**config.mk**
```make
export PLATFORM = sky130hd
export DESIGN_NAME = pesm_monitor
export DESIGN_NICKNAME = d
export VERILOG_FILES = /design/src/hw/pesm_pkg.sv /design/src/hw/pesm_div.sv /design/src/hw/pesm_monitor.sv
export SDC_FILE = /design/constraint.sdc
export NUM_CORES = 2
export LEC_CHECK = 0
export BUFFER_PORTS_ARGS = -buffer_cell sky130_fd_sc_hd__clkbuf_2
export CAP_MARGIN = 20
export CORE_MARGIN = 2
export CORE_UTILIZATION = 57
export DETAILED_ROUTE_END_ITERATION = 16
export GPL_TIMING_DRIVEN = 0
export PLACE_DENSITY = 0.77
export SLEW_MARGIN = 20
export SYNTH_ARGS = -nofsm -noshare
export SYNTH_HDL_FRONTEND = slang
export SYNTH_HIERARCHICAL = 1
export SYNTH_SLANG_ARGS = --single-unit
export TNS_END_PERCENT = 100
```
**constraint.sdc**
```tcl
create_clock -name ref_clk_in -period 27.2 [get_ports ref_clk_in]
set_input_delay 5.44 -clock ref_clk_in [delete_from_list [all_inputs] [get_ports ref_clk_in]]
set_output_delay 5.44 -clock ref_clk_in [all_outputs]
set_load 0.01 [all_outputs]
```
**src/hw/pesm_pkg.sv**
```systemverilog
package pesm_pkg;

    // ------------------------------------------------------------
    // Widths and timing
    // ------------------------------------------------------------
    localparam int CNT_W = 32;         // Width of every long-term counter
    localparam int DIV_W = 64;         // Divider operand width
    localparam int FRAC_W = 16;        // Fraction bits of every ratio (Q16.16)
    localparam int RAT_W = 32;         // Width of a reported ratio
    localparam int LAG_S = 10;         // Availability decision lag, seconds
    localparam int SEVERE_PCT = 30;    // Errored-block share marking a severe second
    localparam int PCT_DEN = 100;      // Percent scale
    localparam int BPS_DEF = 8000;     // Default blocks per second of the path
    localparam int N_DIV = 4;          // Fraction, background, errored, severe ratios
    localparam int DIV_FRAC = 0;
    localparam int DIV_BKG = 1;
    localparam int DIV_ERR = 2;
    localparam int DIV_SEV = 3;
    localparam logic [CNT_W-1:0] CNT_RST = 32'h0000_0000;
    localparam logic [RAT_W-1:0] RAT_RST = 32'h0000_0000;

    // ------------------------------------------------------------
    // Carriers
    // ------------------------------------------------------------
    // Classification of one finished second
    typedef struct packed {
        logic errored_second;
        logic severe_error_second;
        logic [CNT_W-1:0] background_block_error;
    } pesm_sec_t;

    // Long-term counts of the current measurement period
    typedef struct packed {
        logic [CNT_W-1:0] errored_second_count;
        logic [CNT_W-1:0] severe_second_count;
        logic [CNT_W-1:0] background_error_count;
        logic [CNT_W-1:0] unavailable_seconds;
        logic [CNT_W-1:0] period_seconds;
    } pesm_counts_t;

    // Ratios, Q16.16
    typedef struct packed {
        logic [RAT_W-1:0] background_error_ratio;
        logic [RAT_W-1:0] errored_second_ratio;
        logic [RAT_W-1:0] severe_second_ratio;
    } pesm_ratio_t;

    // Ratio evaluation sequence
    typedef enum logic [1:0] {
        RS_IDLE = 2'b00,
        RS_RUN = 2'b01,
        RS_DONE = 2'b11
    } pesm_rstate_t;

endpackage

```
**src/hw/pesm_div.sv**
```systemverilog
`timescale 1ns/100ps
// Restoring divider: one quotient bit per clock, W clocks per division.
// A zero divisor yields an all-ones quotient rather than hanging.
module pesm_div #(
    parameter int W = 64
) (
    input wire logic ref_clk_in,
    input wire logic rst_in,
    input wire logic start_in,
    input wire logic [W-1:0] num_in,
    input wire logic [W-1:0] den_in,
    output logic busy_out,
    output logic done_out,
    output logic [W-1:0] quo_out
);
    localparam int CW = $clog2(W + 1);

    logic [W:0] rem_r, rem_nxt;
    logic [W-1:0] quo_r, quo_nxt;
    logic [W-1:0] den_r, den_nxt;
    logic [CW-1:0] cnt_r, cnt_nxt;
    logic busy_r, busy_nxt;
    logic done_r, done_nxt;

    if (W < 2) begin : g_bad_w
        $error("pesm_div: W must be at least 2");
    end

    // ------------------------------------------------------------
    // Next state
    // ------------------------------------------------------------
    always_comb begin
        logic [W:0] shifted;
        shifted = {rem_r[W-1:0], quo_r[W-1]};
        rem_nxt = rem_r;
        quo_nxt = quo_r;
        den_nxt = den_r;
        cnt_nxt = cnt_r;
        busy_nxt = busy_r;
        done_nxt = 1'b0;
        if (start_in && !busy_r) begin
            rem_nxt = '0;
            quo_nxt = num_in;
            den_nxt = den_in;
            cnt_nxt = CW'(W);
            busy_nxt = 1'b1;
        end else if (busy_r) begin
            if (shifted >= {1'b0, den_r}) begin
                rem_nxt = shifted - {1'b0, den_r};
                quo_nxt = {quo_r[W-2:0], 1'b1};
            end else begin
                rem_nxt = shifted;
                quo_nxt = {quo_r[W-2:0], 1'b0};
            end
            cnt_nxt = cnt_r - 1'b1;
            if (cnt_r == CW'(1)) begin
                busy_nxt = 1'b0;
                done_nxt = 1'b1;
            end
        end
    end

    // Registers
    always_ff @(posedge ref_clk_in or posedge rst_in) begin
        if (rst_in) begin
            rem_r <= '0;
            quo_r <= '0;
            den_r <= '0;
            cnt_r <= '0;
            busy_r <= 1'b0;
            done_r <= 1'b0;
        end else begin
            rem_r <= rem_nxt;
            quo_r <= quo_nxt;
            den_r <= den_nxt;
            cnt_r <= cnt_nxt;
            busy_r <= busy_nxt;
            done_r <= done_nxt;
        end
    end

    assign busy_out = busy_r;
    assign done_out = done_r;
    assign quo_out = quo_r;

endmodule

```
**src/hw/pesm_monitor.sv**
```systemverilog
`timescale 1ns/100ps
// Operation
// RULE1 - Decide availability with ten-second lag everywhere
// RULE2 - New period clears all event counters
// RULE3 - Count errored blocks inside each second
// RULE4 - Report errored blocks as share of blocks/second
// RULE5 - Background ratio over available non-severe blocks
// RULE6 - Errored and severe ratios over available seconds
// RULE7 - Ratios evaluable mid-period or after it
// RULE8 - Classify second before testing availability
// RULE9 - Detect errors whether available or not
// RULE10 - No counting while path unavailable
// RULE11 - Correct counts for lagged availability change
// RULE12 - Severe on thirty percent errored or defect
// RULE13 - Keep unavailable seconds, cleared each period
module pesm_monitor #(
    parameter int BPS = pesm_pkg::BPS_DEF
) (
    input wire logic ref_clk_in,
    input wire logic rst_in,
    input wire logic sec_tick_in,
    input wire logic period_start_in,
    input wire logic blk_valid_in,
    input wire logic blk_err_in,
    input wire logic defect_in,
    input wire logic ratio_req_in,
    output pesm_pkg::pesm_counts_t counts_out,
    output logic [pesm_pkg::CNT_W-1:0] errored_block_count_out,
    output logic [pesm_pkg::RAT_W-1:0] errored_block_fraction_out,
    output logic sec_done_out,
    output pesm_pkg::pesm_sec_t sec_class_out,
    output logic available_out,
    output pesm_pkg::pesm_ratio_t ratio_out,
    output logic ratio_valid_out,
    output logic ratio_busy_out
);
    import pesm_pkg::*;

    localparam int RUN_W = $clog2(LAG_S + 1);

    if (BPS < 1 || BPS > 32'h00ff_ffff) begin : g_bad_bps
        $error("pesm_monitor: BPS out of range");
    end

    // ------------------------------------------------------------
    // Per-second detection and classification
    // ------------------------------------------------------------
    logic [CNT_W-1:0] errblk_acc_r, errblk_acc_nxt;
    logic defect_acc_r, defect_acc_nxt;
    logic [CNT_W-1:0] errblk_last_r, errblk_last_nxt;
    logic sec_done_r, sec_done_nxt;
    pesm_sec_t sec_class_r, sec_class_nxt;
    logic [CNT_W-1:0] errblk_total;
    logic defect_total;
    logic severe_now;

    // Includes the tick cycle itself so no block at the boundary is lost
    always_comb begin
        errblk_total = errblk_acc_r + CNT_W'(blk_valid_in & blk_err_in); // [RULE3] [RULE9]
        defect_total = defect_acc_r | defect_in;
        severe_now = defect_total ||
                     (DIV_W'(errblk_total) * DIV_W'(PCT_DEN) >=
                      DIV_W'(BPS) * DIV_W'(SEVERE_PCT));                // [RULE12]
        errblk_acc_nxt = errblk_total;
        defect_acc_nxt = defect_total;
        errblk_last_nxt = errblk_last_r;
        sec_done_nxt = 1'b0;
        sec_class_nxt = sec_class_r;
        if (sec_tick_in) begin
            errblk_acc_nxt = '0;
            defect_acc_nxt = 1'b0;
            errblk_last_nxt = errblk_total;
            sec_done_nxt = 1'b1;
            sec_class_nxt.errored_second = (errblk_total != '0) || defect_total;
            sec_class_nxt.severe_error_second = severe_now;
            sec_class_nxt.background_block_error = severe_now ? '0 : errblk_total;
        end
    end

    always_ff @(posedge ref_clk_in or posedge rst_in) begin
        if (rst_in) begin
            errblk_acc_r <= '0;
            defect_acc_r <= 1'b0;
            errblk_last_r <= '0;
            sec_done_r <= 1'b0;
            sec_class_r <= '0;
        end else begin
            errblk_acc_r <= errblk_acc_nxt;
            defect_acc_r <= defect_acc_nxt;
            errblk_last_r <= errblk_last_nxt;
            sec_done_r <= sec_done_nxt;
            sec_class_r <= sec_class_nxt;
        end
    end

    // ------------------------------------------------------------
    // Availability lag line and long-term counters
    // ------------------------------------------------------------
    // Seconds wait LAG_S ticks before they are counted; by then the
    // availability verdict covering them is known, which replaces
    // retrospective subtraction with a simple delay.
    pesm_sec_t lag_q_r [LAG_S];
    pesm_sec_t lag_q_nxt [LAG_S];
    logic [LAG_S-1:0] lag_vld_r, lag_vld_nxt;
    logic [RUN_W-1:0] sev_run_r, sev_run_nxt;
    logic [RUN_W-1:0] ok_run_r, ok_run_nxt;
    logic avail_r, avail_nxt;
    pesm_counts_t cnt_r, cnt_nxt;

    always_comb begin
        pesm_sec_t old;
        old = lag_q_r[LAG_S-1];
        lag_q_nxt = lag_q_r;
        lag_vld_nxt = lag_vld_r;
        sev_run_nxt = sev_run_r;
        ok_run_nxt = ok_run_r;
        avail_nxt = avail_r;
        cnt_nxt = period_start_in ? '0 : cnt_r;                           // [RULE2] [RULE13]
        if (sec_done_r) begin
            // Count the oldest second under the verdict already in force
            if (lag_vld_r[LAG_S-1]) begin
                cnt_nxt.period_seconds = cnt_nxt.period_seconds + 1'b1;
                if (!avail_r) begin
                    cnt_nxt.unavailable_seconds = cnt_nxt.unavailable_seconds + 1'b1; // [RULE13]
                end else begin                                            // [RULE10]
                    cnt_nxt.errored_second_count =
                        cnt_nxt.errored_second_count + CNT_W'(old.errored_second);
                    cnt_nxt.severe_second_count =
                        cnt_nxt.severe_second_count + CNT_W'(old.severe_error_second);
                    cnt_nxt.background_error_count =
                        cnt_nxt.background_error_count + old.background_block_error;
                end
            end
            for (int i = LAG_S - 1; i > 0; i--) begin
                lag_q_nxt[i] = lag_q_r[i-1];
            end
            lag_q_nxt[0] = sec_class_r;                                   // [RULE8]
            lag_vld_nxt = {lag_vld_r[LAG_S-2:0], 1'b1};
            // Run lengths of the newest seconds steer the verdict
            if (sec_class_r.severe_error_second) begin
                sev_run_nxt = (sev_run_r == RUN_W'(LAG_S)) ? sev_run_r : sev_run_r + 1'b1;
                ok_run_nxt = '0;
            end else begin
                ok_run_nxt = (ok_run_r == RUN_W'(LAG_S)) ? ok_run_r : ok_run_r + 1'b1;
                sev_run_nxt = '0;
            end
            // The run's seconds are still queued, so they fall on the new side
            if (avail_r && sev_run_nxt == RUN_W'(LAG_S)) begin
                avail_nxt = 1'b0;                                         // [RULE1] [RULE11]
            end else if (!avail_r && ok_run_nxt == RUN_W'(LAG_S)) begin
                avail_nxt = 1'b1;                                         // [RULE1] [RULE11]
            end
        end
    end

    always_ff @(posedge ref_clk_in or posedge rst_in) begin
        if (rst_in) begin
            for (int i = 0; i < LAG_S; i++) begin
                lag_q_r[i] <= '0;
            end
            lag_vld_r <= '0;
            sev_run_r <= '0;
            ok_run_r <= '0;
            avail_r <= 1'b1;
            cnt_r <= '0;
        end else begin
            lag_q_r <= lag_q_nxt;
            lag_vld_r <= lag_vld_nxt;
            sev_run_r <= sev_run_nxt;
            ok_run_r <= ok_run_nxt;
            avail_r <= avail_nxt;
            cnt_r <= cnt_nxt;
        end
    end

    // ------------------------------------------------------------
    // Dividers
    // ------------------------------------------------------------
    logic [N_DIV-1:0] div_start;
    logic [N_DIV-1:0] div_busy;
    logic [N_DIV-1:0] div_done;
    logic [N_DIV-1:0][DIV_W-1:0] div_num;
    logic [N_DIV-1:0][DIV_W-1:0] div_den;
    logic [N_DIV-1:0][DIV_W-1:0] div_quo;
    logic [CNT_W-1:0] avail_secs;
    logic [CNT_W-1:0] clean_secs;
    pesm_rstate_t rs_r, rs_nxt;

    always_comb begin
        avail_secs = cnt_r.period_seconds - cnt_r.unavailable_seconds;
        clean_secs = avail_secs - cnt_r.severe_second_count;
        div_num[DIV_FRAC] = DIV_W'(errblk_last_r) << FRAC_W;
        div_den[DIV_FRAC] = DIV_W'(BPS);                                  // [RULE4]
        div_num[DIV_BKG] = DIV_W'(cnt_r.background_error_count) << FRAC_W;
        div_den[DIV_BKG] = DIV_W'(clean_secs) * DIV_W'(BPS);              // [RULE5]
        div_num[DIV_ERR] = DIV_W'(cnt_r.errored_second_count) << FRAC_W;
        div_den[DIV_ERR] = DIV_W'(avail_secs);                            // [RULE6]
        div_num[DIV_SEV] = DIV_W'(cnt_r.severe_second_count) << FRAC_W;
        div_den[DIV_SEV] = DIV_W'(avail_secs);                            // [RULE6]
        div_start[DIV_FRAC] = sec_done_r;
        div_start[DIV_BKG] = (rs_r == RS_IDLE) && ratio_req_in;
        div_start[DIV_ERR] = div_start[DIV_BKG];
        div_start[DIV_SEV] = div_start[DIV_BKG];
    end

    for (genvar g = 0; g < N_DIV; g++) begin : g_div
        pesm_div #(
            .W(DIV_W)
        ) u_div (
            .ref_clk_in(ref_clk_in),
            .rst_in(rst_in),
            .start_in(div_start[g]),
            .num_in(div_num[g]),
            .den_in(div_den[g]),
            .busy_out(div_busy[g]),
            .done_out(div_done[g]),
            .quo_out(div_quo[g])
        );
    end

    // ------------------------------------------------------------
    // Ratio evaluation, allowed at any point of a period
    // ------------------------------------------------------------
    logic [RAT_W-1:0] frac_r, frac_nxt;
    pesm_ratio_t ratio_r, ratio_nxt;
    logic ratio_valid_r, ratio_valid_nxt;

    always_comb begin
        rs_nxt = rs_r;
        ratio_nxt = ratio_r;
        ratio_valid_nxt = 1'b0;
        frac_nxt = div_done[DIV_FRAC] ? div_quo[DIV_FRAC][RAT_W-1:0] : frac_r;
        unique case (rs_r)
            RS_IDLE: begin
                if (ratio_req_in) begin
                    rs_nxt = RS_RUN;                                      // [RULE7]
                end
            end
            RS_RUN: begin
                if (div_done[DIV_BKG]) begin
                    ratio_nxt.background_error_ratio = div_quo[DIV_BKG][RAT_W-1:0];
                    ratio_nxt.errored_second_ratio = div_quo[DIV_ERR][RAT_W-1:0];
                    ratio_nxt.severe_second_ratio = div_quo[DIV_SEV][RAT_W-1:0];
                    ratio_valid_nxt = 1'b1;
                    rs_nxt = RS_DONE;
                end
            end
            RS_DONE: begin
                rs_nxt = RS_IDLE;
            end
            default: begin
                rs_nxt = RS_IDLE;
            end
        endcase
    end

    always_ff @(posedge ref_clk_in or posedge rst_in) begin
        if (rst_in) begin
            rs_r <= RS_IDLE;
            frac_r <= RAT_RST;
            ratio_r <= '0;
            ratio_valid_r <= 1'b0;
        end else begin
            rs_r <= rs_nxt;
            frac_r <= frac_nxt;
            ratio_r <= ratio_nxt;
            ratio_valid_r <= ratio_valid_nxt;
        end
    end

    // Outputs
    assign counts_out = cnt_r;
    assign errored_block_count_out = errblk_last_r;
    assign errored_block_fraction_out = frac_r;
    assign sec_done_out = sec_done_r;
    assign sec_class_out = sec_class_r;
    assign available_out = avail_r;
    assign ratio_out = ratio_r;
    assign ratio_valid_out = ratio_valid_r;
    assign ratio_busy_out = (rs_r != RS_IDLE);

endmodule

```
After elaboration in Yosys (flattened, before gate mapping)
Cells that the tools add are included.

Logic and storage cells: 209. Flip-flop bits (word level): 1400. Bits of input ports: 8. Output and inout port bits: 358.

Reduce and logical (&&, ||, !) cells: 25. Bitwise operators: 2. $add $sub $neg: 18. Multiplexer cells: 72. $lt $le $gt $ge: 5. Multipliers: 2. Eq/ne operators: 11.

Operators by type and width (number): 64-bit two-way mux (20); 160-bit two-way mux (3); 65-bit by 32-bit greater-or-equal comparator with 1-bit output (2); 64-bit by 32-bit subtractor with 64-bit output (2); 32-bit by 1-bit adder with 32-bit output (3); 32-bit two-way mux (3); 96-bit two-way mux (1); 65-bit by 13-bit greater-or-equal comparator with 1-bit output (1); 65-bit by 45-bit greater-or-equal comparator with 1-bit output (1); 32-bit by 1-bit adder with 32-bit output (second input constant) (2); 32-bit subtractor (2); 64-bit by 13-bit subtractor with 64-bit output (1); 64-bit by 45-bit subtractor with 64-bit output (1); 7-bit two-way mux (8); 39-bit by 18-bit greater-or-equal comparator with 1-bit output (second input constant) (1); 32-bit by 7-bit multiplier with 39-bit output (second input constant) (1); 32-bit by 5-bit multiplier with 37-bit output (second input constant) (1); 32-bit adder (1); 32-bit nonzero test (1); 7-bit by 1-bit equality test with 1-bit output (second input constant) (4); 1-bit two-way mux (28); 7-bit by 1-bit subtractor with 7-bit output (second input constant) (4); 4-bit two-way mux (6); 4-bit equality test (second input constant) (4); 14 further kinds (34).

Logic depth before layout (Yosys ltp)
Word-level depth: 8. Mapped depth: 42. Gate-level depth less buffers: 42.

By module
Netlist, hierarchy kept.

By module, submodules not included: pesm_monitor (cells an instance 4049, seq. area each 18769.3 µm², area each 44063.5 µm², instances 1); pesm_div (g_div[2].u_div) (cells an instance 1442, seq. area each 5029.8 µm², area each 12653.4 µm², instances 1); pesm_div (g_div[3].u_div) (cells an instance 1472, seq. area each 5029.8 µm², area each 12632.1 µm², instances 1); pesm_div (g_div[0].u_div) (cells an instance 1433, seq. area each 5029.8 µm², area each 12615.8 µm², instances 1); pesm_div (g_div[1].u_div) (cells an instance 1446, seq. area each 5029.8 µm², area each 12569.6 µm², instances 1).

Worst setup path before layout
OpenSTA, ideal clock, no wires.

Path kind: input-to-reg. Start point: input blk_valid_in. End point: register sec_class_r (netlist bit sec_class_out[15]). Library setup time: 96 ps. Path buffers: 1. Arrival time: 11236 ps. Data required time: 27104 ps. Stages on the path: 26. Path slack: 15869 ps. Cell sequence: and2_1 ha_1 ha_1 nand2_1 or2_2 nor2_1 nand4_1 xor2_1 inv_1 ha_1 ha_1 inv_1 fa_1 inv_1 ha_1 and3_1 a221o_1 or2_4 or4_4 and3_4 o41ai_4 nor3b_1 nor4_2 nand3_2 buf_6 o32ai_2.

Longest elaborated chain between the ends: 6.

Ends and longest elaborated chain: from (decl) (RTL line pesm_monitor.sv:23) `input wire logic blk_valid_in,`; 1-bit AND (RTL line pesm_monitor.sv:59) `errblk_total = errblk_acc_r + CNT_W'(blk_valid_in & blk_err_in);`; 32-bit by 1-bit adder with 32-bit output (RTL line pesm_monitor.sv:59); via errblk_total[20] (RTL line pesm_monitor.sv:53) `logic [CNT_W-1:0] errblk_total;`; 32-bit by 5-bit multiplier with 37-bit output (RTL line pesm_monitor.sv:62) `(DIV_W'(errblk_total) * DIV_W'(PCT_DEN) >=`; 39-bit by 18-bit greater-or-equal comparator with 1-bit output (RTL line pesm_monitor.sv:62); 1-bit logical OR (RTL line pesm_monitor.sv:61) `severe_now = defect_total ||`; 32-bit two-way mux (RTL line pesm_monitor.sv:76) `sec_class_nxt.background_block_error = severe_now ? '0 : errblk_total;`; to (signal assigned) (RTL line pesm_monitor.sv:92) `sec_class_r <= sec_class_nxt;`; to (decl) (RTL line pesm_monitor.sv:52) `pesm_sec_t sec_class_r, sec_class_nxt;`.

The timed path passes the listed nets, and every way through them passes these cells. A chain may end at the register's enable or synchronous reset.

Worst setup path in the final report
Start point: input blk_valid_in. End point: register sec_class_r (netlist bit sec_class_out[21]).

The elaborated chain is that of the path after synthesis.

==> results.md <==
- Status: finished, final reports clean
- Slew Viols, Final: 0
- Total wire length: 279000 um
- CP Data Arrival Time: 12730 ps
- Fillers: 13200
- Clock Latency Late Sink: 850 ps
- H-tree lvl count: 4
- Beginning of the critical path: blk_valid_in
- Critical path depth: 25
- Global-route wire length before repair: 438000 um
- Post-Syn Instances: 9840
- CP Data Required Time: 27890 ps
- Share of cells above drive strength 1: 0.127
- Bufs and invs on worst path: 5
- Flop2flop setup slack: 16490 ps
- Hold Path Origin: g_div[3].u_div/quo_out[40]$_DFFE_PP0P_
- Initial antenna violation count: 6
- Normalized max-slew margin: 0.182
- Residual DRC: 0
- Fin nets: 11400
- CTS Buf Count: 169
- Number of port buffers: 365
- Post-Route Setup TNS: 0 ps
- Yosys warns: 6
- Avg Inst Size Synth: 9.60 um2
- Achievable frequency: 0.0831 GHz
- Worst Slack Setup Final: 15160 ps
- Place WS: 14460 ps
- Critical Path Fanout Max: 10
- FF/Latch Area: 0.0388 mm2
- Worst min path class: reg -> reg
- Top Family by Delay on Critical Path: simple AND/OR/NAND/NOR gates
- Reg2reg end: g_div[1].u_div/den_r[43]$_DFFE_PP0P_
- Slew @ Worst Pin: 1230 ps
- Startpoint class of the critical path: input port
- Global route overflow: 0
- Largest net degree at the start of global routing: 107
- # Post-CTS Setup Buffers: 0
- Number of I/O pins: 366
- CTS Hold Bufs: 0
- Maxcap violations: 0
- Unrepaired setup endpoints after global routing: false
- DP HPWL: 210000 um
- Via count: 77500
- Initial DRC count: 7559
- WL/cell: 21.4 um
- Final ANT Viol Nets: 0
- Endpoints failing hold: 0
- Number of global-route vias before repair: 76800
- Worst R2R Start: counts_out[0]$_DFF_PP0_
- First-pass iteration count of the detailed router: 7
- Reg clk slew, reported paths: 70 ps
- CP endpoint kind: register
- GRT Util Overall: 0.327
- Root Buffer: clkbuf_16
- Final cycle utilization of the critical path: 0.443
- Vias per cell: 5.96
- CTS tree: built
- Num rows: 149
- Initial Util: 0.573
- Worst R2R Path Depth: 36
- Mapped Area: 0.0945 mm2
- Clock buffer depth: 3
- Worst path most repeated cell: ha_1
- Largest stage delay, worst path: 870 ps
- Chip Width: 411 um
- Core Box Area: 0.165 mm2
- GPL Wtd Cong: 0.998
- Final setup viols: 0
- Critical-path top delay cell: xor2_1
- Minimum clock period: 12040 ps
- Clk sink count: 1552
- Post-CTS resize count: 0
- Die Ht: 411 um
- CP endpoint: sec_class_out[21]$_DFFE_PP0P_
- Area of the multi-input gates: 0.0517 mm2
- DIE AREA: 0.169 mm2
- Layout Skew: 44.1 ps
- Crit Path Class: in -> reg
- Synth-to-layout area growth: 12.9%
## metrics by stage
step | cell area, um2 | cells | util | hold slack [ps]
2_1_floorplan | 95500 | 10100 | - | 423
3_3_place_gp | 100000 | 12700 | 0.607 | 438
3_5_place_dp | 101000 | 12700 | 0.611 | 459
4_1_cts | 107000 | 13000 | 0.647 | 476
5_1_grt | 107000 | 13000 | 0.647 | 499
6_report | 107000 | 13000 | 0.647 | 477
## how the worst min path moves through the flow
stage                                                   to  slack [ps]  depth (start not counted)
global route        g_div[1].u_div/quo_out[50]$_DFFE_PP0P_         500                          2
global placement                       rs_r[0]$_DFFE_PP0P_         440                          1
finish              g_div[3].u_div/quo_out[41]$_DFFE_PP0P_         480                          2
CTS                                    rs_r[0]$_DFFE_PP0P_         480                          1
floorplan                              rs_r[0]$_DFFE_PP0P_         420                          1
detailed placement                     rs_r[0]$_DFFE_PP0P_         460                          1
## final cells by class
cell class / count / area share
multi-input combinational: 7339 / 0.485
antenna: 2 / 0.0000469
timing repair buffer: 384 / 0.0217
buffer: 466 / 0.0200
sequential: 1552 / 0.364
clock buffer: 217 / 0.0441
tap: 2189 / 0.0257
clock inverter: 85 / 0.0118
inverter: 762 / 0.0272
## sequential cells by signal (all words and copies together), names as in the netlist, 2 cells and up
signal	cells
lag_q_r	340
g_div.u_div/den_r	256
g_div.u_div/quo_out	256
g_div.u_div/rem_r	256
counts_out	160
ratio_out	96
sec_class_out	34
errblk_acc_r	32
errored_block_count_out	32
errored_block_fraction_out	32
g_div.u_div/cnt_r	28
lag_vld_r	10
g_div.u_div/busy_out	4
ok_run_r	4
sev_run_r	4
g_div.u_div/done_out	2
rs_r	2
## per-layer routing
| metal | vias to the layer above | GRT usage | share of wire |
|---|---|---|---|
| li1 | 35800 | - | - |
| met1 | 38100 | 0.437 | 0.42 |
| met2 | 2948 | 0.517 | 0.46 |
| met3 | 641 | 0.0707 | 0.083 |
| met4 | 8 | 0.138 | 0.044 |
| met5 | - | 0 | 0.00020 |
## layout by cell type, fill, tap and decap left out, types with 30 or more instances in the layout
| cell | count |
|---|---|
| dfrtp_1 | 1551 |
| nand2_1 | 1096 |
| o21ai_0 | 854 |
| inv_1 | 754 |
| ha_1 | 566 |
| a21oi_1 | 554 |
| nor2_1 | 501 |
| mux2_2 | 488 |
| mux2i_1 | 411 |
| clkbuf_1 | 382 |
| clkbuf_2 | 370 |
| xnor2_1 | 338 |
| conb_1 | 281 |
| a21o_1 | 190 |
| nand3_1 | 190 |
| xor2_1 | 181 |
| clkbuf_16 | 170 |
| o21ai_1 | 153 |
| nand4_1 | 145 |
| fa_1 | 141 |
| nor3_1 | 98 |
| nor2b_1 | 96 |
| and3_1 | 83 |
| o21bai_1 | 82 |
| o21a_1 | 60 |
| or3_1 | 60 |
| nand2b_1 | 52 |
| a211oi_1 | 51 |
| a31oi_1 | 51 |
| o211ai_1 | 45 |
| buf_2 | 42 |
| a32oi_1 | 39 |
| o31ai_1 | 38 |
| nor4_1 | 30 |
## worst min-delay path: cells and delay by family (launching register included)
family             cells  cell delay (ps)
DFF                    1              340
AOI/OAI and AO/OA      1               70
and+or+nand+nor        1               50
Power is left out: the tool's default activity adds up to more than one toggle a clock period on the data nets, which glitch-free logic cannot reach.
